$ cat src/design/spp_pkg.sv
// Package for the six-bit port with neighbour pullup control.
// Assumes a Wishbone classic slave with 32-bit data, registers in the low byte.
package spp_pkg;
    // Byte addresses of the registers on the Wishbone bus
    localparam logic [7:0] SPP_ADDR_PORT_LATCH = 8'h08;
    localparam logic [7:0] SPP_ADDR_NEIGHBOUR_PULLUP = 8'h0f;
    localparam logic [7:0] SPP_ADDR_PORT_DIRECTION = 8'h0c;
    localparam logic [7:0] SPP_ADDR_SERIAL_CTRL = 8'h10;
    // Widths
    localparam int SPP_PORT_W = 6;
    localparam int SPP_NEIGH_W = 8;
    // Pin positions of the shared serial pins
    localparam int SPP_RX_PIN = 1;
    localparam int SPP_TX_PIN = 0;
    // Values after reset
    localparam logic [7:0] SPP_PULLUP_RESET = 8'h00;
    localparam logic [5:0] SPP_DIR_RESET = 6'h00;
    localparam logic SPP_SERIAL_EN_RESET = 1'b0;
endpackage : spp_pkg

$ cat src/design/spp_port.sv
// Six-bit general-purpose port with serial pin sharing and neighbour pullups.
// Assumes a Wishbone classic master, pins synchronised here, one 20 MHz clock.
//
// Operation
// - One pullup enable bit per neighbour pin
// - Output direction forces neighbour pullup off
// - Six pins with latch and direction each
// - Reset leaves port data latches untouched
// - Serial module owns direction of shared pins
// - Direction bit still selects latch or pin read
// - Pin 1 carries serial receive when enabled
// - Pin 0 carries serial transmit when enabled
// - Direction 1 drives pin, 0 floats it
// - Reset clears direction bits; software reads them
// - Read returns latch for output pins
// - Read returns pin level for input pins
// - Writes always update latch, any direction
// - Clearing serial enable returns pins to port
//
// Our own choice: the Wishbone register port.
`timescale 1ns/1ps
module spp_port (
    // Clock and reset
    input wire logic clk_i,
    input wire logic rst_i,
    // Wishbone classic slave
    input wire logic cyc_i,
    input wire logic stb_i,
    input wire logic we_i,
    input wire logic [7:0] adr_i,
    input wire logic [3:0] sel_i,
    input wire logic [31:0] dat_i,
    output logic [31:0] dat_o,
    output logic ack_o,
    // Port pins (output enable low while driving)
    input wire logic [5:0] port_pin_i,
    output logic [5:0] port_pin_o,
    output logic [5:0] port_pin_oe_n_o,
    // Neighbour port direction and resulting pullup controls
    input wire logic [7:0] neighbour_direction_bits_i,
    output logic [7:0] neighbour_pullup_on_o,
    // Serial module side
    input wire logic serial_tx_i,
    input wire logic serial_tx_drive_i,
    output logic serial_rx_o,
    output logic serial_module_enable_o
);
    ////////////////////////////////////////////////////////////////////////
    // Storage
    logic [5:0] port_latch_bits; // Data latches, no reset
    logic [5:0] port_direction_bits; // Direction bits
    logic [7:0] neighbour_pullup_bits; // Neighbour pullup enables
    logic serial_module_enable; // Serial enable
    logic latch_loaded; // Checker helper: latch written at least once
    logic [5:0] pin_meta; // First synchroniser stage
    logic [5:0] pin_sync; // Second synchroniser stage
    logic [7:0] ndir_meta; // Neighbour direction first stage
    logic [7:0] ndir_sync; // Neighbour direction second stage

    ////////////////////////////////////////////////////////////////////////
    // Bus decode
    // A request is taken only while no answer is pending, so a master that
    // keeps its strobe up one cycle too long is not served twice
    wire req = cyc_i && stb_i && !ack_o; // New request, one ack per cycle
    wire wr_lane0 = req && we_i && sel_i[0]; // Only lane 0 carries data
    wire hit_latch = adr_i == spp_pkg::SPP_ADDR_PORT_LATCH;
    wire hit_pull = adr_i == spp_pkg::SPP_ADDR_NEIGHBOUR_PULLUP;
    wire hit_dir = adr_i == spp_pkg::SPP_ADDR_PORT_DIRECTION;
    wire hit_ser = adr_i == spp_pkg::SPP_ADDR_SERIAL_CTRL;
    // Port read merges latch and pin per direction bit
    wire [5:0] port_view = (port_direction_bits & port_latch_bits)
                         | (~port_direction_bits & pin_sync);
    wire [7:0] rd_byte = hit_latch ? {2'b00, port_view} :
                         hit_dir ? {2'b00, port_direction_bits} :
                         hit_pull ? neighbour_pullup_bits :
                         hit_ser ? {7'h00, serial_module_enable} : 8'h00;

    ////////////////////////////////////////////////////////////////////////
    // Pin path: serial enable steals direction of pins 0 and 1
    // Pin 1 is forced to input while the serial module owns it, so the
    // receiver never fights the line whatever the direction bit holds
    logic [5:0] drive_en; // 1 where this block drives the pin
    logic [5:0] drive_val; // Value driven
    always_comb begin
        drive_en = port_direction_bits;
        drive_val = port_latch_bits;
        if (serial_module_enable) begin // clear returns to port
            drive_en[spp_pkg::SPP_TX_PIN] = serial_tx_drive_i;
            drive_val[spp_pkg::SPP_TX_PIN] = serial_tx_i;
            drive_en[spp_pkg::SPP_RX_PIN] = 1'b0; // receive is input
        end
    end

    ////////////////////////////////////////////////////////////////////////
    // Synchronisers for pins and neighbour directions
    // Both arrive from outside this clock domain; only the second stage is
    // read, which costs two cycles of latency on every pin read
    always_ff @(posedge clk_i) begin
        pin_meta <= port_pin_i;
        pin_sync <= pin_meta;
        ndir_meta <= neighbour_direction_bits_i;
        ndir_sync <= ndir_meta;
    end

    ////////////////////////////////////////////////////////////////////////
    // Data latches: never reset, written whatever the direction
    always_ff @(posedge clk_i) begin
        if (wr_lane0 && hit_latch) begin
            port_latch_bits <= dat_i[5:0];
        end
    end

    ////////////////////////////////////////////////////////////////////////
    // Checker helper: marks the latch as loaded after its first write.
    // Left without reset on purpose, like the latch it watches, so that the
    // hold check also covers a reset in mid-run.
    always_ff @(posedge clk_i) begin
        if (wr_lane0 && hit_latch) begin
            latch_loaded <= 1'b1;
        end
    end

    ////////////////////////////////////////////////////////////////////////
    // Control registers
    always_ff @(posedge clk_i) begin
        if (rst_i) begin
            port_direction_bits <= spp_pkg::SPP_DIR_RESET;
            neighbour_pullup_bits <= spp_pkg::SPP_PULLUP_RESET;
            serial_module_enable <= spp_pkg::SPP_SERIAL_EN_RESET;
        end else if (wr_lane0) begin
            if (hit_dir) begin
                port_direction_bits <= dat_i[5:0];
            end
            if (hit_pull) begin
                neighbour_pullup_bits <= dat_i[7:0];
            end
            if (hit_ser) begin
                serial_module_enable <= dat_i[0];
            end
        end
    end

    ////////////////////////////////////////////////////////////////////////
    // Bus answer: one wait state, unmapped reads return zero
    // Read data is zero outside a read answer so several slaves may be OR-ed
    always_ff @(posedge clk_i) begin
        if (rst_i) begin
            ack_o <= 1'b0;
            dat_o <= 32'h0000_0000;
        end else begin
            ack_o <= req;
            dat_o <= (req && !we_i) ? {24'h00_0000, rd_byte} : 32'h0000_0000;
        end
    end

    ////////////////////////////////////////////////////////////////////////
    // Registered pin and serial outputs
    // Registered so pins never see decode glitches; costs one cycle of delay
    always_ff @(posedge clk_i) begin
        if (rst_i) begin
            port_pin_o <= 6'h00;
            port_pin_oe_n_o <= 6'h3f;
            neighbour_pullup_on_o <= 8'h00;
            serial_rx_o <= 1'b1;
            serial_module_enable_o <= 1'b0;
        end else begin
            port_pin_o <= drive_val;
            port_pin_oe_n_o <= ~drive_en;
            neighbour_pullup_on_o <= neighbour_pullup_bits & ~ndir_sync;
            serial_rx_o <= serial_module_enable ? pin_sync[spp_pkg::SPP_RX_PIN] : 1'b1;
            serial_module_enable_o <= serial_module_enable;
        end
    end
endmodule : spp_port

$ cat config.mk
export PLATFORM = sky130hd
export DESIGN_NAME = spp_port
export DESIGN_NICKNAME = d
export VERILOG_FILES = /design/src/design/spp_pkg.sv /design/src/design/spp_port.sv
export SDC_FILE = /design/constraint.sdc
export NUM_CORES = 1
export LEC_CHECK = 0
export ABC_AREA = 1
export BUFFER_PORTS_ARGS = -buffer_cell sky130_fd_sc_hd__buf_2
export CAP_MARGIN = 20
export CORE_MARGIN = 3
export CORE_UTILIZATION = 45
export CTS_CLUSTER_SIZE = 16
export DETAILED_ROUTE_END_ITERATION = 6
export PLACE_DENSITY = 0.88
export SETUP_SLACK_MARGIN = 0.02
export SLEW_MARGIN = 10
export SYNTH_ARGS = -nofsm -noshare
export SYNTH_HDL_FRONTEND = slang
export SYNTH_SLANG_ARGS = --single-unit
$ cat constraint.sdc
create_clock -name clk_i -period 2.47 [get_ports clk_i]
set_clock_uncertainty 0.15 [all_clocks]
set_input_delay 0.1235 -clock clk_i [delete_from_list [all_inputs] [get_ports clk_i]]
set_output_delay 0.1235 -clock clk_i [all_outputs]
set_load 0.02 [all_outputs]
# After elaboration in Yosys (flattened, before gate mapping)
# Index checks and enable logic that the tools add are counted.
# classes
n_eq_ne	4
n_mux	6
bitwise_logic	9
n_reduce_logical	14
# op_table
operator	n
$eq A8 B4 Y1 const B	3
$mux W8	3
$and A6 B6 Y6	2
$not A6 Y6	2
$and A8 B8 Y8	1
$eq A8 B5 Y1 const B	1
$not A8 Y8	1
$logic_and A1 B1 Y1	6
$or A6 B6 Y6	1
$reduce_and A2 Y1	3
$reduce_or A2 Y1	2
$reduce_or A4 Y1	1
$logic_not A1 Y1	2
$mux W1	2
$mux W2	1
$not A1 Y1	2
# word_totals
register_bits	104
in_bits	65
out_inout_bits	55
word_cells	50

# Logic depth before layout (Yosys ltp)
# Gate-level depths: netlist (run 1).
# logic_depth
depth_word	5
ltp_mapped	9
mapped_depth_nobuf	8

# Worst setup path after synthesis (run 1)
# OpenSTA, ideal clock, no wires.
# synth_timing
path_type	register to register
start	register ack_o
end	register port_latch_bits[0], enable pin
t_arrival_ps	1031
t_required_ps	1970
setup_slack_ps	940
path_stages_with_launch	4
n_path_buf	0
period_less_slack_ps	1530
cell_sequence	dfxtp_1 > nor2_2 > nand3_2 > nor2_1
# synth_via
elab_chain_len	5
# synth_rtl
element	line	rtl
from (decl)	spp_port.sv:34	output logic ack_o,
from (signal assigned)	spp_port.sv:151	ack_o <= req;
$logic_not A1 Y1	spp_port.sv:64	wire req = cyc_i && stb_i && !ack_o;
$logic_and A1 B1 Y1	spp_port.sv:64	
$logic_and A1 B1 Y1 (2 in series)	spp_port.sv:65	wire wr_lane0 = req && we_i && sel_i[0];
$logic_and A1 B1 Y1	-	
to (signal assigned)	spp_port.sv:109	port_latch_bits <= dat_i[5:0];
to (decl)	spp_port.sv:50	logic [5:0] port_latch_bits;
# Every way passes these cells.
# A chain may end at the register's enable or synchronous reset.

# Worst setup path in the final report (run 1)
# layout_timing
start	register ack_o
end	register port_latch_bits[5], enable pin
# The elaborated chain is that of the path after synthesis.

==> report_table.html, run 1 <==
<table>
<tr><th>Metric</th><th>Value</th></tr>
<tr><th colspan="2">Yosys</th></tr>
<tr><td>Part of the Yosys area used for sequential elements</td><td>between 50% and 60%</td></tr>
<tr><td>Yosys reg bits</td><td>80</td></tr>
<tr><td>Ranking of synthesized cells by area</td><td>sky130_fd_sc_hd__dfxtp_1 52%, sky130_fd_sc_hd__nor2_1 7.7%, sky130_fd_sc_hd__nand2_1 7.5%, sky130_fd_sc_hd__buf_4 6.5%, sky130_fd_sc_hd__edfxtp_1 6.3%</td></tr>
<tr><td>Library cells used by synthesis</td><td>24</td></tr>
<tr><td>Area of the mapped netlist</td><td>0.00287 mm²</td></tr>
<tr><td>Syn avg cell area</td><td>approximately 8.7 µm²</td></tr>
<tr><td>Ys async rst share</td><td>0%</td></tr>
<tr><td>Syn. warnings</td><td>0</td></tr>
<tr><td>Cell taking the most area after synthesis</td><td>sky130_fd_sc_hd__dfxtp_1</td></tr>
<tr><td>Share of the synthesized area in the top cell type</td><td>between 50% and 60%</td></tr>
<tr><td>Number of instances in the synthesized netlist</td><td>between 300 and 400</td></tr>
<tr><td>Most common flop cell mapped by yosys</td><td>sky130_fd_sc_hd__dfxtp_1</td></tr>
<tr><td>Post-synth EDFFs</td><td>6</td></tr>
<tr><th colspan="2">Power and ir drop</th></tr>
<tr><td>Power consumption</td><td>2.39 mW</td></tr>
<tr><td>Leakage</td><td>1.76 nW</td></tr>
<tr><td>Largest vdd supply drop</td><td>502 µV</td></tr>
<tr><td>Power Density</td><td>approximately 660 mW/mm²</td></tr>
<tr><th colspan="2">Critical path</th></tr>
<tr><td>WP data arrival</td><td>between 1 and 1.5 ns</td></tr>
<tr><td>Reg2reg start</td><td>ack_o$_SDFF_PP0_</td></tr>
<tr><td>FF-to-FF path depth</td><td>3</td></tr>
<tr><td>R2r setup slk</td><td>about 0.85 ns</td></tr>
<tr><td>Required @ worst endpoint</td><td>2.31 ns</td></tr>
<tr><td>CP Launch Point</td><td>ack_o$_SDFF_PP0_</td></tr>
<tr><td>Largest delay share family, worst path</td><td>simple AND/OR/NAND/NOR gates</td></tr>
<tr><td>Count of buffer and inverter cells on the critical path</td><td>0</td></tr>
<tr><td>Cell-by-cell listing of the critical path</td><td>nor2_2, nand3_2, nor2_1</td></tr>
<tr><td>Type of element capturing the critical path</td><td>register</td></tr>
<tr><td>Largest stage delay, worst path</td><td>roughly 0.44 ns</td></tr>
<tr><td>Crit path capture</td><td>port_latch_bits[5]$_DFFE_PP_</td></tr>
<tr><td>Critical path fanouts, max</td><td>6</td></tr>
<tr><td>R2R Path End</td><td>port_latch_bits[5]$_DFFE_PP_</td></tr>
<tr><td>Worst setup path category</td><td>register to register</td></tr>
<tr><td>CP Depth</td><td>3</td></tr>
<tr><td>Crit path max-delay cell type</td><td>sky130_fd_sc_hd__nor2_1</td></tr>
<tr><td>Startpoint kind of the worst setup timing path</td><td>register</td></tr>
<tr><th colspan="2">Die</th></tr>
<tr><td>Core Footprint</td><td>0.00606 mm²</td></tr>
<tr><td>Vertical die dimension</td><td>roughly 86 µm</td></tr>
<tr><td>Effective utilization at floorplan</td><td>between 40% and 50%</td></tr>
<tr><td>Area of the die</td><td>0.00738 mm²</td></tr>
<tr><td>Io pins</td><td>120</td></tr>
<tr><td>Horizontal die dimension</td><td>about 86 µm</td></tr>
<tr><td>Row count</td><td>28</td></tr>
<tr><th colspan="2">Job</th></tr>
<tr><td>Number of max-cap violations</td><td>0</td></tr>
<tr><th colspan="2">Cells and area</th></tr>
<tr><td>Antenna diodes</td><td>0</td></tr>
<tr><td>Fraction of final layout cells sized beyond drive strength 1</td><td>between 20% and 30%</td></tr>
<tr><td>Commonest non-fill, non-tap cell in the layout</td><td>sky130_fd_sc_hd__dfxtp_1</td></tr>
<tr><td>Most frequent cells in the layout</td><td>74 x sky130_fd_sc_hd__dfxtp_1, 68 x sky130_fd_sc_hd__buf_2, 59 x sky130_fd_sc_hd__nor2_1</td></tr>
<tr><td>Count of placed standard cells in the final layout, fillers left out</td><td>between 500 and 600</td></tr>
<tr><td>Number of nets in the layout</td><td>492</td></tr>
<tr><td>P&amp;R area growth vs syn</td><td>25.9%</td></tr>
<tr><th colspan="2">Placement</th></tr>
<tr><td>Count of buffers inserted at the top-level ports</td><td>68</td></tr>
<tr><td>Cells after DPL</td><td>~470</td></tr>
<tr><td>Weighted congestion at the end of routability-driven global placement</td><td>around 0.76</td></tr>
<tr><td>Dpl hpwl</td><td>slightly above 4000 µm</td></tr>
<tr><th colspan="2">Route</th></tr>
<tr><td>Via count normalized by instance count</td><td>4.34</td></tr>
<tr><td>Wire per inst</td><td>between 10 and 15 µm</td></tr>
<tr><td>Via count</td><td>2200</td></tr>
<tr><td>Drc violations</td><td>0</td></tr>
<tr><td>1st-iter DRT viols</td><td>about 120</td></tr>
<tr><td>Number of iterations in the first detailed-routing pass</td><td>4</td></tr>
<tr><td>WL final</td><td>about 5500 µm</td></tr>
<tr><td>Post-route antenna net violation count</td><td>0</td></tr>
<tr><th colspan="2">Global route</th></tr>
<tr><td>Pin count of the biggest net entering global routing</td><td>27</td></tr>
<tr><td>GRT Residual Overflow</td><td>0</td></tr>
<tr><td>Via count of the first global-routing pass</td><td>around 2200</td></tr>
<tr><td>Total routing usage reported by global routing</td><td>16.8%</td></tr>
<tr><td>Initial antenna violation count</td><td>0</td></tr>
<tr><td>First-pass GRT wire length</td><td>between 9000 and 10000 µm</td></tr>
<tr><th colspan="2">CTS</th></tr>
<tr><td>Max Root-Sink Buffers</td><td>2</td></tr>
<tr><td>CTS buffer count</td><td>9</td></tr>
<tr><td>Worst skew pair latency</td><td>between 0.3 and 0.4 ns</td></tr>
<tr><td>Post-CTS setup buffers</td><td>0</td></tr>
<tr><td>TritonCTS sink count</td><td>80</td></tr>
<tr><td>H-Tree Level Count</td><td>3</td></tr>
<tr><td>TritonCTS clock tree</td><td>built</td></tr>
<tr><td>Reg clk slew, reported paths</td><td>roughly 0.080 ns</td></tr>
<tr><td>CTS root buf</td><td>sky130_fd_sc_hd__clkbuf_8</td></tr>
<tr><th colspan="2">Timing</th></tr>
<tr><td>Max-slew violation count</td><td>0</td></tr>
<tr><td>Final count of hold timing violations</td><td>0</td></tr>
<tr><td>Post-layout min period</td><td>between 1.5 and 2 ns</td></tr>
<tr><td>RSZ-0062 raised after global routing</td><td>no</td></tr>
<tr><td>Total negative slack for setup checks</td><td>0 ns</td></tr>
<tr><td>Maximum clock frequency</td><td>0.618 GHz</td></tr>
<tr><td>Final setup viols</td><td>0</td></tr>
<tr><td>Post-route clock period utilization</td><td>between 60% and 70%</td></tr>
<tr><th colspan="2">Run status</th></tr>
<tr><td>Status</td><td>completed</td></tr>
<tr><th colspan="2">Hold path</th></tr>
<tr><td>Worst min path class</td><td>input pin to register</td></tr>
<tr><td>Start point of the worst min-delay path</td><td>stb_i</td></tr>
</table>
-- cells in the mapped netlist (3+ instances only) --
cell type                   n
sky130_fd_sc_hd__a21oi_1   15
sky130_fd_sc_hd__buf_4     25
sky130_fd_sc_hd__dfxtp_1   74
sky130_fd_sc_hd__edfxtp_1   6
sky130_fd_sc_hd__inv_1     33
sky130_fd_sc_hd__inv_2      4
sky130_fd_sc_hd__nand2_1   57
sky130_fd_sc_hd__nand3_1   25
sky130_fd_sc_hd__nand3b_1   3
sky130_fd_sc_hd__nor2_1    59
sky130_fd_sc_hd__nor2_2     3
sky130_fd_sc_hd__nor2_4     7
sky130_fd_sc_hd__nor3_1     3
-- power by group --
part           switching, mW  internal (mW)
sequential           0.00633           1.33
clock                  0.456          0.426
combinational          0.100         0.0661
-- worst min-delay path by stage --
stage / endpoint / cells past startpoint
floorplan: ndir_meta[0]$_DFF_P_ / 0
CTS: ack_o$_SDFF_PP0_ / 5
detailed placement: ndir_meta[3]$_DFF_P_ / 1
finish: ack_o$_SDFF_PP0_ / 5
global placement: ndir_meta[6]$_DFF_P_ / 1
global route: ack_o$_SDFF_PP0_ / 5
-- worst reg2reg max path, cell delays in order (launching register included) --
cell and delay, ns:
sky130_fd_sc_hd__dfxtp_1 0.32, sky130_fd_sc_hd__nor2_2 0.18, sky130_fd_sc_hd__nand3_2 0.18, sky130_fd_sc_hd__nor2_1 0.44
-- metal layers --
metal  share of wire [%]  vias to the layer above  global-route usage (%)
li1                    -                     1159                       -
met1                  42                      958                    18.9
met2                  49                       77                    28.2
met3                 7.5                        6                    7.20
met4                 1.2                        0                    5.76
met5                   0                        -                       0
-- final cells by class --
cell class                      count  area [µm²]
Multi-Input combinational cell    204         931
Clock buffer                       10         149
Inverter                           38         143
Clock inverter                      6        38.8
Fill cell                         552        2450
Sequential cell                    80        1660
Timing Repair Buffer               94         598
Tap cell                           75        93.8
-- registers in the layout, summed over array words and instances (netlist names), 6 cells and up --
name                   count
port_pin_o                 6
neighbour_pullup_bits      8
ndir_sync                  8
ndir_meta                  8
port_pin_oe_n_o            6
port_latch_bits            6
port_direction_bits        6
pin_sync                   6
neighbour_pullup_on_o      8
dat_o                      8
pin_meta                   6
-- logic make-up after synthesis --
kind of cell	after synthesis	synth area share, %
other	1	0.131
buffers and inverters	68	12.7
flip-flops	80	57.9
AND/OR/NAND/NOR	163	26.3
AO/OA/AOI/OAI	17	2.96
-- through the flow --
step / worst slack [ns] / hold slack, ns / instance area [µm²] / utilization (%)
2_1_floorplan: 0.940 / 0.00122 / 2960 / -
3_3_place_gp: 0.683 / 0.0756 / 3180 / 52.4
3_5_place_dp: 0.676 / 0.0771 / 3180 / 52.4
4_1_cts: 0.851 / 0.0246 / 3610 / 59.6
5_1_grt: 0.729 / 0.0435 / 3610 / 59.6
6_report: 0.851 / 0.0397 / 3610 / 59.6
-- what timing repair did --
item,in CTS,in global routing
resized for setup,0,0
endpoints found under the setup margin,0,0
hold endpoints to repair,43,0
hold buffers,25,0
(Power assumes the default switching activity.)
==> run 2: changes to the inputs <==
Settings changed: ABC_AREA 1 to 0, CORE_UTILIZATION 45 to 41, PLACE_DENSITY 0.88 to 0.86.
Clock period 2.47 ns to 1.4 ns, I/O delays scaled along.
==> run 2 against run 1 <==
Compared with the run above: the run now ends with negative setup slack left; die area grew 0.41%; synthesized cell count fell by 33%; sequential cell count unchanged; first-iteration DRC count increased by 26%; critical endpoint unchanged; largest power group unchanged.
==> report_table.html, run 2 <==
<table>
<tr><th>Metric</th><th>Value</th></tr>
<tr><th colspan="2">Critical path</th></tr>
<tr><td>Type of element capturing the critical path</td><td>register</td></tr>
<tr><td>Largest stage delay, worst path</td><td>0.32 ns (-0.12 ns)</td></tr>
<tr><td>Worst setup path category</td><td>register to register</td></tr>
<tr><td>Crit path max-delay cell type</td><td>sky130_fd_sc_hd__dfxtp_2</td></tr>
<tr><td>Startpoint kind of the worst setup timing path</td><td>register</td></tr>
<tr><td>Count of buffer and inverter cells on the critical path</td><td>2 (+2)</td></tr>
<tr><td>Cell-by-cell listing of the critical path</td><td>and3b_1, nand4_1, buf_6, nor3_4, buf_12</td></tr>
<tr><td>Required @ worst endpoint</td><td>1.32 ns (-0.99 ns)</td></tr>
<tr><td>Critical path fanouts, max</td><td>6 (unchanged)</td></tr>
<tr><td>WP data arrival</td><td>1.47 ns (about the same)</td></tr>
<tr><td>Largest delay share family, worst path</td><td>simple AND/OR/NAND/NOR gates</td></tr>
<tr><th colspan="2">Timing</th></tr>
<tr><td>Post-layout min period</td><td>1.56 ns (-0.0623 ns)</td></tr>
<tr><td>Final count of hold timing violations</td><td>0 (unchanged)</td></tr>
<tr><td>Hold slack</td><td>0.0557 ns (+0.0160 ns)</td></tr>
<tr><td>Maximum clock frequency</td><td>0.642 GHz (+4.0%)</td></tr>
<tr><td>RSZ-0062 raised after global routing</td><td>yes</td></tr>
<tr><td>Max-slew violation count</td><td>0 (unchanged)</td></tr>
<tr><td>Final Worst Setup Slack</td><td>-0.157 ns (-1.01 ns)</td></tr>
<tr><td>Final setup viols</td><td>23 (+23)</td></tr>
<tr><td>Post-route clock period utilization</td><td>111% (+46 points)</td></tr>
<tr><th colspan="2">Yosys</th></tr>
<tr><td>Number of instances in the synthesized netlist</td><td>220 (-33%)</td></tr>
<tr><td>Library cells used by synthesis</td><td>28 (+17%)</td></tr>
<tr><td>Cell taking the most area after synthesis</td><td>sky130_fd_sc_hd__dfxtp_1</td></tr>
<tr><td>Post-Synth Adder-Cell Area</td><td>0% (unchanged)</td></tr>
<tr><td>Xor and xnor fraction of the mapped netlist area</td><td>0% (unchanged)</td></tr>
<tr><td>Leading cell types by count after synthesis</td><td>74 x sky130_fd_sc_hd__dfxtp_1, 24 x sky130_fd_sc_hd__buf_4, 24 x sky130_fd_sc_hd__nand2b_1</td></tr>
<tr><td>Ys async rst share</td><td>0% (unchanged)</td></tr>
<tr><td>Post-synth EDFFs</td><td>6 (unchanged)</td></tr>
<tr><td>Yosys reg bits</td><td>80 (unchanged)</td></tr>
<tr><td>Ranking of synthesized cells by area</td><td>sky130_fd_sc_hd__dfxtp_1 56%, sky130_fd_sc_hd__mux2i_1 8.4%, sky130_fd_sc_hd__buf_4 6.9%, sky130_fd_sc_hd__edfxtp_1 6.9%, sky130_fd_sc_hd__nand2b_1 5.7%</td></tr>
<tr><td>Most common flop cell mapped by yosys</td><td>sky130_fd_sc_hd__dfxtp_1</td></tr>
<tr><td>Syn avg cell area</td><td>11.9 µm² (+37%)</td></tr>
<tr><td>Syn. warnings</td><td>0 (unchanged)</td></tr>
<tr><td>Basic-gate share of the synthesized area counting and, or, nand and nor cells</td><td>16.8% (-9.6 points)</td></tr>
<tr><td>Part of the Yosys area used for sequential elements</td><td>63.2% (+5.4 points)</td></tr>
<tr><td>Area of the mapped netlist</td><td>0.00263 mm² (-8.5%)</td></tr>
<tr><td>Compound-cell area share of the yosys netlist</td><td>3.48% (+0.51 points)</td></tr>
<tr><td>Count leader, synth</td><td>sky130_fd_sc_hd__dfxtp_1</td></tr>
<tr><td>Share of the synthesized area in the top cell type</td><td>56.4% (+4.8 points)</td></tr>
<tr><td>Post-synthesis mux area share</td><td>8.38% (+8.4 points)</td></tr>
<tr><td>Largest family of logic cells by synthesized area</td><td>simple AND/OR/NAND/NOR gates</td></tr>
<tr><th colspan="2">Die</th></tr>
<tr><td>Vertical die dimension</td><td>86.1 µm (+0.20%)</td></tr>
<tr><td>Area of the die</td><td>0.00741 mm² (+0.41%)</td></tr>
<tr><td>Row count</td><td>28 (unchanged)</td></tr>
<tr><td>Horizontal die dimension</td><td>86.1 µm (+0.20%)</td></tr>
<tr><td>Io pins</td><td>120 (unchanged)</td></tr>
<tr><td>Core Footprint</td><td>0.00606 mm² (unchanged)</td></tr>
<tr><td>Effective utilization at floorplan</td><td>43.4% (-4.0 points)</td></tr>
<tr><th colspan="2">Route</th></tr>
<tr><td>WL final</td><td>5610 µm (+1.6%)</td></tr>
<tr><td>Via count</td><td>1913 (-13%)</td></tr>
<tr><td>Wire per inst</td><td>13.5 µm (+24%)</td></tr>
<tr><td>Number of iterations in the first detailed-routing pass</td><td>4 (unchanged)</td></tr>
<tr><td>Post-route antenna net violation count</td><td>0 (unchanged)</td></tr>
<tr><td>1st-iter DRT viols</td><td>147 (+26%)</td></tr>
<tr><td>Drc violations</td><td>0 (unchanged)</td></tr>
<tr><td>Via count normalized by instance count</td><td>4.59 (+5.7%)</td></tr>
<tr><th colspan="2">Placement</th></tr>
<tr><td>Count of buffers inserted at the top-level ports</td><td>68 (unchanged)</td></tr>
<tr><td>Cells after DPL</td><td>372 (-20%)</td></tr>
<tr><td>Weighted congestion at the end of routability-driven global placement</td><td>0.807 (+6.0%)</td></tr>
<tr><td>Worst slack after detailed placement</td><td>-0.275 ns (-0.952 ns)</td></tr>
<tr><td>Dpl hpwl</td><td>3890 µm (-3.6%)</td></tr>
<tr><th colspan="2">CTS</th></tr>
<tr><td>H-Tree Level Count</td><td>3 (unchanged)</td></tr>
<tr><td>Max Root-Sink Buffers</td><td>2 (unchanged)</td></tr>
<tr><td>Reg clk slew, reported paths</td><td>0.08 ns (about the same)</td></tr>
<tr><td>CTS buffer count</td><td>9 (unchanged)</td></tr>
<tr><td>TritonCTS clock tree</td><td>built</td></tr>
<tr><td>TritonCTS sink count</td><td>80 (unchanged)</td></tr>
<tr><td>Worst skew pair latency</td><td>0.35 ns (about the same)</td></tr>
<tr><td>CTS root buf</td><td>sky130_fd_sc_hd__clkbuf_8</td></tr>
<tr><th colspan="2">Hold path</th></tr>
<tr><td>Worst min path class</td><td>input pin to register</td></tr>
<tr><th colspan="2">Cells and area</th></tr>
<tr><td>P&amp;R area growth vs syn</td><td>38.4%</td></tr>
<tr><td>Count of placed standard cells in the final layout, fillers left out</td><td>417 (-18%)</td></tr>
<tr><td>Commonest non-fill, non-tap cell in the layout</td><td>sky130_fd_sc_hd__dfxtp_1</td></tr>
<tr><td>Fraction of final layout cells sized beyond drive strength 1</td><td>33.9% (+9.8 points)</td></tr>
<tr><td>Number of nets in the layout</td><td>402 (-18%)</td></tr>
<tr><td>Antenna diodes</td><td>0 (unchanged)</td></tr>
<tr><td>Most frequent cells in the layout</td><td>73 x sky130_fd_sc_hd__dfxtp_1, 68 x sky130_fd_sc_hd__buf_2, 26 x sky130_fd_sc_hd__dlygate4sd3_1</td></tr>
<tr><th colspan="2">Power and ir drop</th></tr>
<tr><td>Switch share</td><td>21.6% (-2.0 points)</td></tr>
<tr><td>Power Density</td><td>1170 mW/mm² (+78%)</td></tr>
<tr><td>Largest vdd supply drop</td><td>1100 µV (+120%)</td></tr>
<tr><td>Combinational fraction of design power</td><td>6.8% (-0.2 points)</td></tr>
<tr><td>Clock power frac</td><td>37.9% (+0.9 points)</td></tr>
<tr><td>Internal Power</td><td>3.35 mW (+84%)</td></tr>
<tr><td>Leakage</td><td>1.55 nW (-12%)</td></tr>
<tr><td>Reported net switching power</td><td>921 µW (+64%)</td></tr>
<tr><td>Sequential Power Share</td><td>55.3% (-0.8 points)</td></tr>
<tr><th colspan="2">Global route</th></tr>
<tr><td>GRT Residual Overflow</td><td>0 (unchanged)</td></tr>
<tr><td>Via count of the first global-routing pass</td><td>1921 (-12%)</td></tr>
<tr><td>Initial antenna violation count</td><td>0 (unchanged)</td></tr>
<tr><td>First-pass GRT wire length</td><td>8970 µm (-5.6%)</td></tr>
<tr><td>Total routing usage reported by global routing</td><td>16.0% (-0.73 points)</td></tr>
<tr><td>Pin count of the biggest net entering global routing</td><td>41 (+52%)</td></tr>
<tr><th colspan="2">Run status</th></tr>
<tr><td>Failing checks</td><td>negative setup slack</td></tr>
<tr><td>Status</td><td>complete, but fails checks</td></tr>
<tr><th colspan="2">Job</th></tr>
<tr><td>Number of max-cap violations</td><td>0 (unchanged)</td></tr>
</table>
[run 2: changes by cell type after synthesis, sizes merged, moves of 22 or more]
| cell | before | now |
|---|---|---|
| mux2i | 0 | 22 |
| nand3 | 26 | 2 |
| nand2b | 0 | 24 |
| nand2 | 60 | 8 |
| nor2 | 70 | 8 |
| inv | 37 | 2 |
[run 2: final cells by class]
class | count | area (µm²)
Clock buffer | 12 | 145
Sequential cell | 80 | 1660
Fill cell | 472 | 2420
Multi-Input combinational cell | 131 | 911
Timing Repair Buffer | 113 | 772
Inverter | 2 | 7.51
Tap cell | 75 | 93.8
Clock inverter | 4 | 45.0
[run 2: repair_timing]
item,CTS,global route
setup endpoints to repair,27,29
buffers inserted,3,0
pin swaps,3,0
hold endpoints to repair,45,0
resized for setup,8,2
hold buffers,26,0
[run 2: kinds of logic after synthesis]
| kind of cell | after synthesis |
|---|---|
| buffers and inverters | 32 |
| flip-flops | 80 |
| other | 1 |
| multiplexers | 22 |
| AND/OR/NAND/NOR | 72 |
| AO/OA/AOI/OAI | 13 |
[run 2: worst register-to-register path, stage by stage (launching register included)]
cell and delay [ns]:
sky130_fd_sc_hd__dfxtp_2 0.32, sky130_fd_sc_hd__and3b_1 0.22, sky130_fd_sc_hd__nand4_1 0.12, sky130_fd_sc_hd__buf_6 0.16, sky130_fd_sc_hd__nor3_4 0.16, sky130_fd_sc_hd__buf_12 0.15
[run 2: stage by stage]
stage	TNS (ns)	utilization, %	total power [mW]	instance area [µm²]
4_1_cts	-2.02	59.9	4.31	3630
6_report	-2.29	60.0	4.27	3640
2_1_floorplan	-3.32	-	2.59	2730
3_5_place_dp	-4.95	51.3	2.64	3110
5_1_grt	-4.00	60.0	4.45	3640
3_3_place_gp	-3.74	51.3	2.63	3110
[run 2: final timing paths]
kind,start,end,slack (ns),cells past startpoint
max,ack_o$_SDFF_PP0_,port_latch_bits[5]$_DFFE_PP_,-0.16,5
min,adr_i[2],port_latch_bits[0]$_DFFE_PP_,0.06,3
max reg2reg,ack_o$_SDFF_PP0_,port_latch_bits[5]$_DFFE_PP_,-0.16,5
min reg2reg,ndir_meta[3]$_DFF_P_,ndir_sync[3]$_DFF_P_,0.18,0
[run 2: power by group through the flow]
stage               Clock [mW]  Sequential, mW  Combinational (mW)
floorplan                    0            2.42               0.167
detailed placement           0            2.42               0.221
global route              1.77            2.37               0.315
CTS                       1.66            2.36               0.284
finish                    1.62            2.36               0.290
global placement             0            2.41               0.217
[run 2: metal layers]
| layer | global-route usage [%] | wire length, µm | vias to the layer above |
|---|---|---|---|
| met1 | 17.3 | 2220 | 893 |
| met3 | 5.86 | 408 | 13 |
| met5 | 0 | 0 | - |
| met4 | 7.05 | 119 | 0 |
| li1 | - | - | 934 |
| met2 | 27.9 | 2870 | 73 |
==> run 3: changes to the inputs <==
Settings changed: CORE_ASPECT_RATIO from default to 1.4, CORE_UTILIZATION 41 to 45, PLACE_DENSITY 0.86 to 0.89.
Clock period 1.4 ns to 1.85 ns, I/O delays scaled along.
==> run 3 against run 2 <==
Compared with the run above: the run now ends clean; die area decreased by 8.1%; clock power is 26% lower; sequential power fell by 24%; wire length fell by 4.3%; worst hold slack worse by 0.013 ns; setup slack improved by 0.33 ns; first-iteration DRC count shrank 18%; combinational power shrank 31%.
==> report_table.html, run 3 (synthesized netlist as in run 2, its figures left out) <==
<table>
<tr><th>Metric</th><th>Value</th></tr>
<tr><th colspan="2">Run status</th></tr>
<tr><td>Status</td><td>completed</td></tr>
<tr><th colspan="2">Global route</th></tr>
<tr><td>Total routing usage reported by global routing</td><td>16.3% (+0.25 points)</td></tr>
<tr><td>Initial antenna violation count</td><td>0 (unchanged)</td></tr>
<tr><td>GRT Residual Overflow</td><td>0 (unchanged)</td></tr>
<tr><td>Via count of the first global-routing pass</td><td>1832 (-4.6%)</td></tr>
<tr><td>Pin count of the biggest net entering global routing</td><td>41 (unchanged)</td></tr>
<tr><td>First-pass GRT wire length</td><td>8310 µm (-7.4%)</td></tr>
<tr><th colspan="2">Placement</th></tr>
<tr><td>Cells after DPL</td><td>357 (-4.0%)</td></tr>
<tr><td>Placed cell areas</td><td>0.00301 mm² (-3.2%)</td></tr>
<tr><td>Dpl hpwl</td><td>3580 µm (-7.9%)</td></tr>
<tr><td>Weighted congestion at the end of routability-driven global placement</td><td>0.781 (-3.2%)</td></tr>
<tr><td>Count of buffers inserted at the top-level ports</td><td>68 (unchanged)</td></tr>
<tr><th colspan="2">Critical path</th></tr>
<tr><td>Startpoint kind of the worst setup timing path</td><td>input pin</td></tr>
<tr><td>Crit path capture</td><td>dat_o[2]$_SDFF_PP0_</td></tr>
<tr><td>CP Launch Point</td><td>stb_i</td></tr>
<tr><td>Reg2reg start</td><td>ack_o$_SDFF_PP0_</td></tr>
<tr><td>Worst setup path category</td><td>input pin to register</td></tr>
<tr><td>FF-to-FF path depth</td><td>4 (-1)</td></tr>
<tr><td>R2r setup slk</td><td>0.21 ns (+0.37 ns)</td></tr>
<tr><td>Type of element capturing the critical path</td><td>register</td></tr>
<tr><td>R2R Path End</td><td>dat_o[2]$_SDFF_PP0_</td></tr>
<tr><td>Critical path fanouts, max</td><td>6 (unchanged)</td></tr>
<tr><td>WP data arrival</td><td>1.76 ns (+0.29 ns)</td></tr>
<tr><td>Required @ worst endpoint</td><td>1.93 ns (+0.61 ns)</td></tr>
<tr><th colspan="2">Cells and area</th></tr>
<tr><td>Antenna diodes</td><td>0 (unchanged)</td></tr>
<tr><td>Count of placed standard cells in the final layout, fillers left out</td><td>400 (-4.1%)</td></tr>
<tr><td>Commonest non-fill, non-tap cell in the layout</td><td>sky130_fd_sc_hd__dfxtp_1</td></tr>
<tr><td>P&amp;R area growth vs syn</td><td>32.0%</td></tr>
<tr><td>Fraction of final layout cells sized beyond drive strength 1</td><td>28.3% (-5.6 points)</td></tr>
<tr><td>Post-Route Utilization</td><td>62.3% (+2.3 points)</td></tr>
<tr><td>Final cell area excluding filler cells</td><td>0.00347 mm² (-4.7%)</td></tr>
<tr><td>Most frequent cells in the layout</td><td>74 x sky130_fd_sc_hd__dfxtp_1, 68 x sky130_fd_sc_hd__buf_2, 27 x sky130_fd_sc_hd__dlygate4sd3_1</td></tr>
<tr><td>Number of nets in the layout</td><td>392 (-2.5%)</td></tr>
<tr><th colspan="2">Die</th></tr>
<tr><td>Vertical die dimension</td><td>96.4 µm (+12%)</td></tr>
<tr><td>Effective utilization at floorplan</td><td>47.2% (+3.9 points)</td></tr>
<tr><td>Core Footprint</td><td>0.00557 mm² (-8.2%)</td></tr>
<tr><td>Area of the die</td><td>0.00680 mm² (-8.1%)</td></tr>
<tr><td>Row count</td><td>32 (+14%)</td></tr>
<tr><td>Io pins</td><td>120 (unchanged)</td></tr>
<tr><td>Horizontal die dimension</td><td>70.6 µm (-18%)</td></tr>
<tr><th colspan="2">Route</th></tr>
<tr><td>Drc violations</td><td>0 (unchanged)</td></tr>
<tr><td>Via count normalized by instance count</td><td>4.69 (+2.3%)</td></tr>
<tr><td>WL final</td><td>5370 µm (-4.3%)</td></tr>
<tr><td>Wire per inst</td><td>13.4 µm (-0.24%)</td></tr>
<tr><td>Number of iterations in the first detailed-routing pass</td><td>4 (unchanged)</td></tr>
<tr><td>1st-iter DRT viols</td><td>120 (-18%)</td></tr>
<tr><td>Via count</td><td>1877 (-1.9%)</td></tr>
<tr><td>Post-route antenna net violation count</td><td>0 (unchanged)</td></tr>
<tr><th colspan="2">CTS</th></tr>
<tr><td>H-Tree Level Count</td><td>3 (unchanged)</td></tr>
<tr><td>Reg clk slew, reported paths</td><td>0.08 ns (about the same)</td></tr>
<tr><td>TritonCTS clock tree</td><td>built</td></tr>
<tr><td>CTS root buf</td><td>sky130_fd_sc_hd__clkbuf_8</td></tr>
<tr><td>CTS buffer count</td><td>9 (unchanged)</td></tr>
<tr><td>TritonCTS sink count</td><td>80 (unchanged)</td></tr>
<tr><td>Worst skew pair latency</td><td>0.34 ns (about the same)</td></tr>
<tr><td>Max Root-Sink Buffers</td><td>2 (unchanged)</td></tr>
<tr><td># resized after CTS</td><td>0 (-8)</td></tr>
<tr><th colspan="2">Timing</th></tr>
<tr><td>Maximum clock frequency</td><td>a little under 0.6 GHz</td></tr>
<tr><td>RSZ-0062 raised after global routing</td><td>no</td></tr>
<tr><td>Final count of hold timing violations</td><td>0 (unchanged)</td></tr>
<tr><td>Total negative slack for setup checks</td><td>0 ns (+2.29 ns)</td></tr>
<tr><td>Final setup viols</td><td>0 (-100%)</td></tr>
<tr><td>Max-slew violation count</td><td>0 (unchanged)</td></tr>
<tr><td>Post-layout min period</td><td>1.68 ns</td></tr>
<tr><td>Post-route clock period utilization</td><td>approximately 90%</td></tr>
<tr><th colspan="2">Job</th></tr>
<tr><td>Number of max-cap violations</td><td>0 (unchanged)</td></tr>
<tr><th colspan="2">Power and ir drop</th></tr>
<tr><td>Leakage</td><td>1.47 nW (-5.4%)</td></tr>
<tr><td>Power Density</td><td>921 mW/mm² (-22%)</td></tr>
<tr><td>Largest vdd supply drop</td><td>554 µV (-49%)</td></tr>
<tr><td>Power consumption</td><td>3.19 mW (-25%)</td></tr>
<tr><th colspan="2">Hold path</th></tr>
<tr><td>Worst min path class</td><td>input pin to register</td></tr>
</table>
[run 3: cell type report]
type | count | area, µm²
Fill cell | 444 | 2100
Sequential cell | 80 | 1660
Multi-Input combinational cell | 131 | 842
Timing Repair Buffer | 103 | 683
Clock buffer | 10 | 128
Tap cell | 68 | 85.1
Clock inverter | 6 | 60.1
Inverter | 2 | 7.51
[run 3: worst min-delay path by stage]
stage | from | end | slack, ns | depth (start not counted)
after global placement | neighbour_direction_bits_i[6] | ndir_meta[6]$_DFF_P_ | 0.04 | 1
after floorplan | neighbour_direction_bits_i[0] | ndir_meta[0]$_DFF_P_ | -0.03 | 0
after global routing | adr_i[2] | dat_o[0]$_SDFF_PP0_ | 0.05 | 4
final | adr_i[2] | dat_o[0]$_SDFF_PP0_ | 0.04 | 4
after CTS | adr_i[2] | dat_o[0]$_SDFF_PP0_ | 0.02 | 4
after detailed placement | port_pin_i[3] | pin_meta[3]$_DFF_P_ | 0.05 | 1
[run 3: report_power, final]
group	switching (mW)	internal, mW	total (mW)	leakage [nW]
sequential	0.00934	1.78	1.79	0.663
clock	0.588	0.617	1.20	0.0937
combinational	0.110	0.0895	0.200	0.712
[run 3: timing repair]
| item | 4_1_cts | 5_1_grt |
|---|---|---|
| hold endpoints to repair | 40 | 0 |
| hold buffers | 27 | 0 |
| setup buffers | 0 | 0 |
[run 3: worst max-delay path, stage by stage]
cell	delay, ns
sky130_fd_sc_hd__dlygate4sd3_1	0.54
sky130_fd_sc_hd__buf_2	0.11
sky130_fd_sc_hd__and3b_1	0.17
sky130_fd_sc_hd__nand2_1	0.08
sky130_fd_sc_hd__or3_1	0.46
sky130_fd_sc_hd__a221oi_1	0.30
[run 3: metal layers]
layer  wire (µm)  GRT usage [%]  part of all wire [%]
met5           0              0                     0
met4         226           12.9                   4.2
met3         347           4.66                   6.5
met2        2790           28.2                    52
met1        2010           16.4                    37
[run 3: per-stage QoR]
stage                     setup slack (ns)  hold WS [ns]
after floorplan                     0.0502       -0.0298
after global placement               0.126        0.0448
after detailed placement             0.110        0.0461
after CTS                            0.207        0.0200
after global routing                0.0739        0.0512
final                                0.170        0.0427
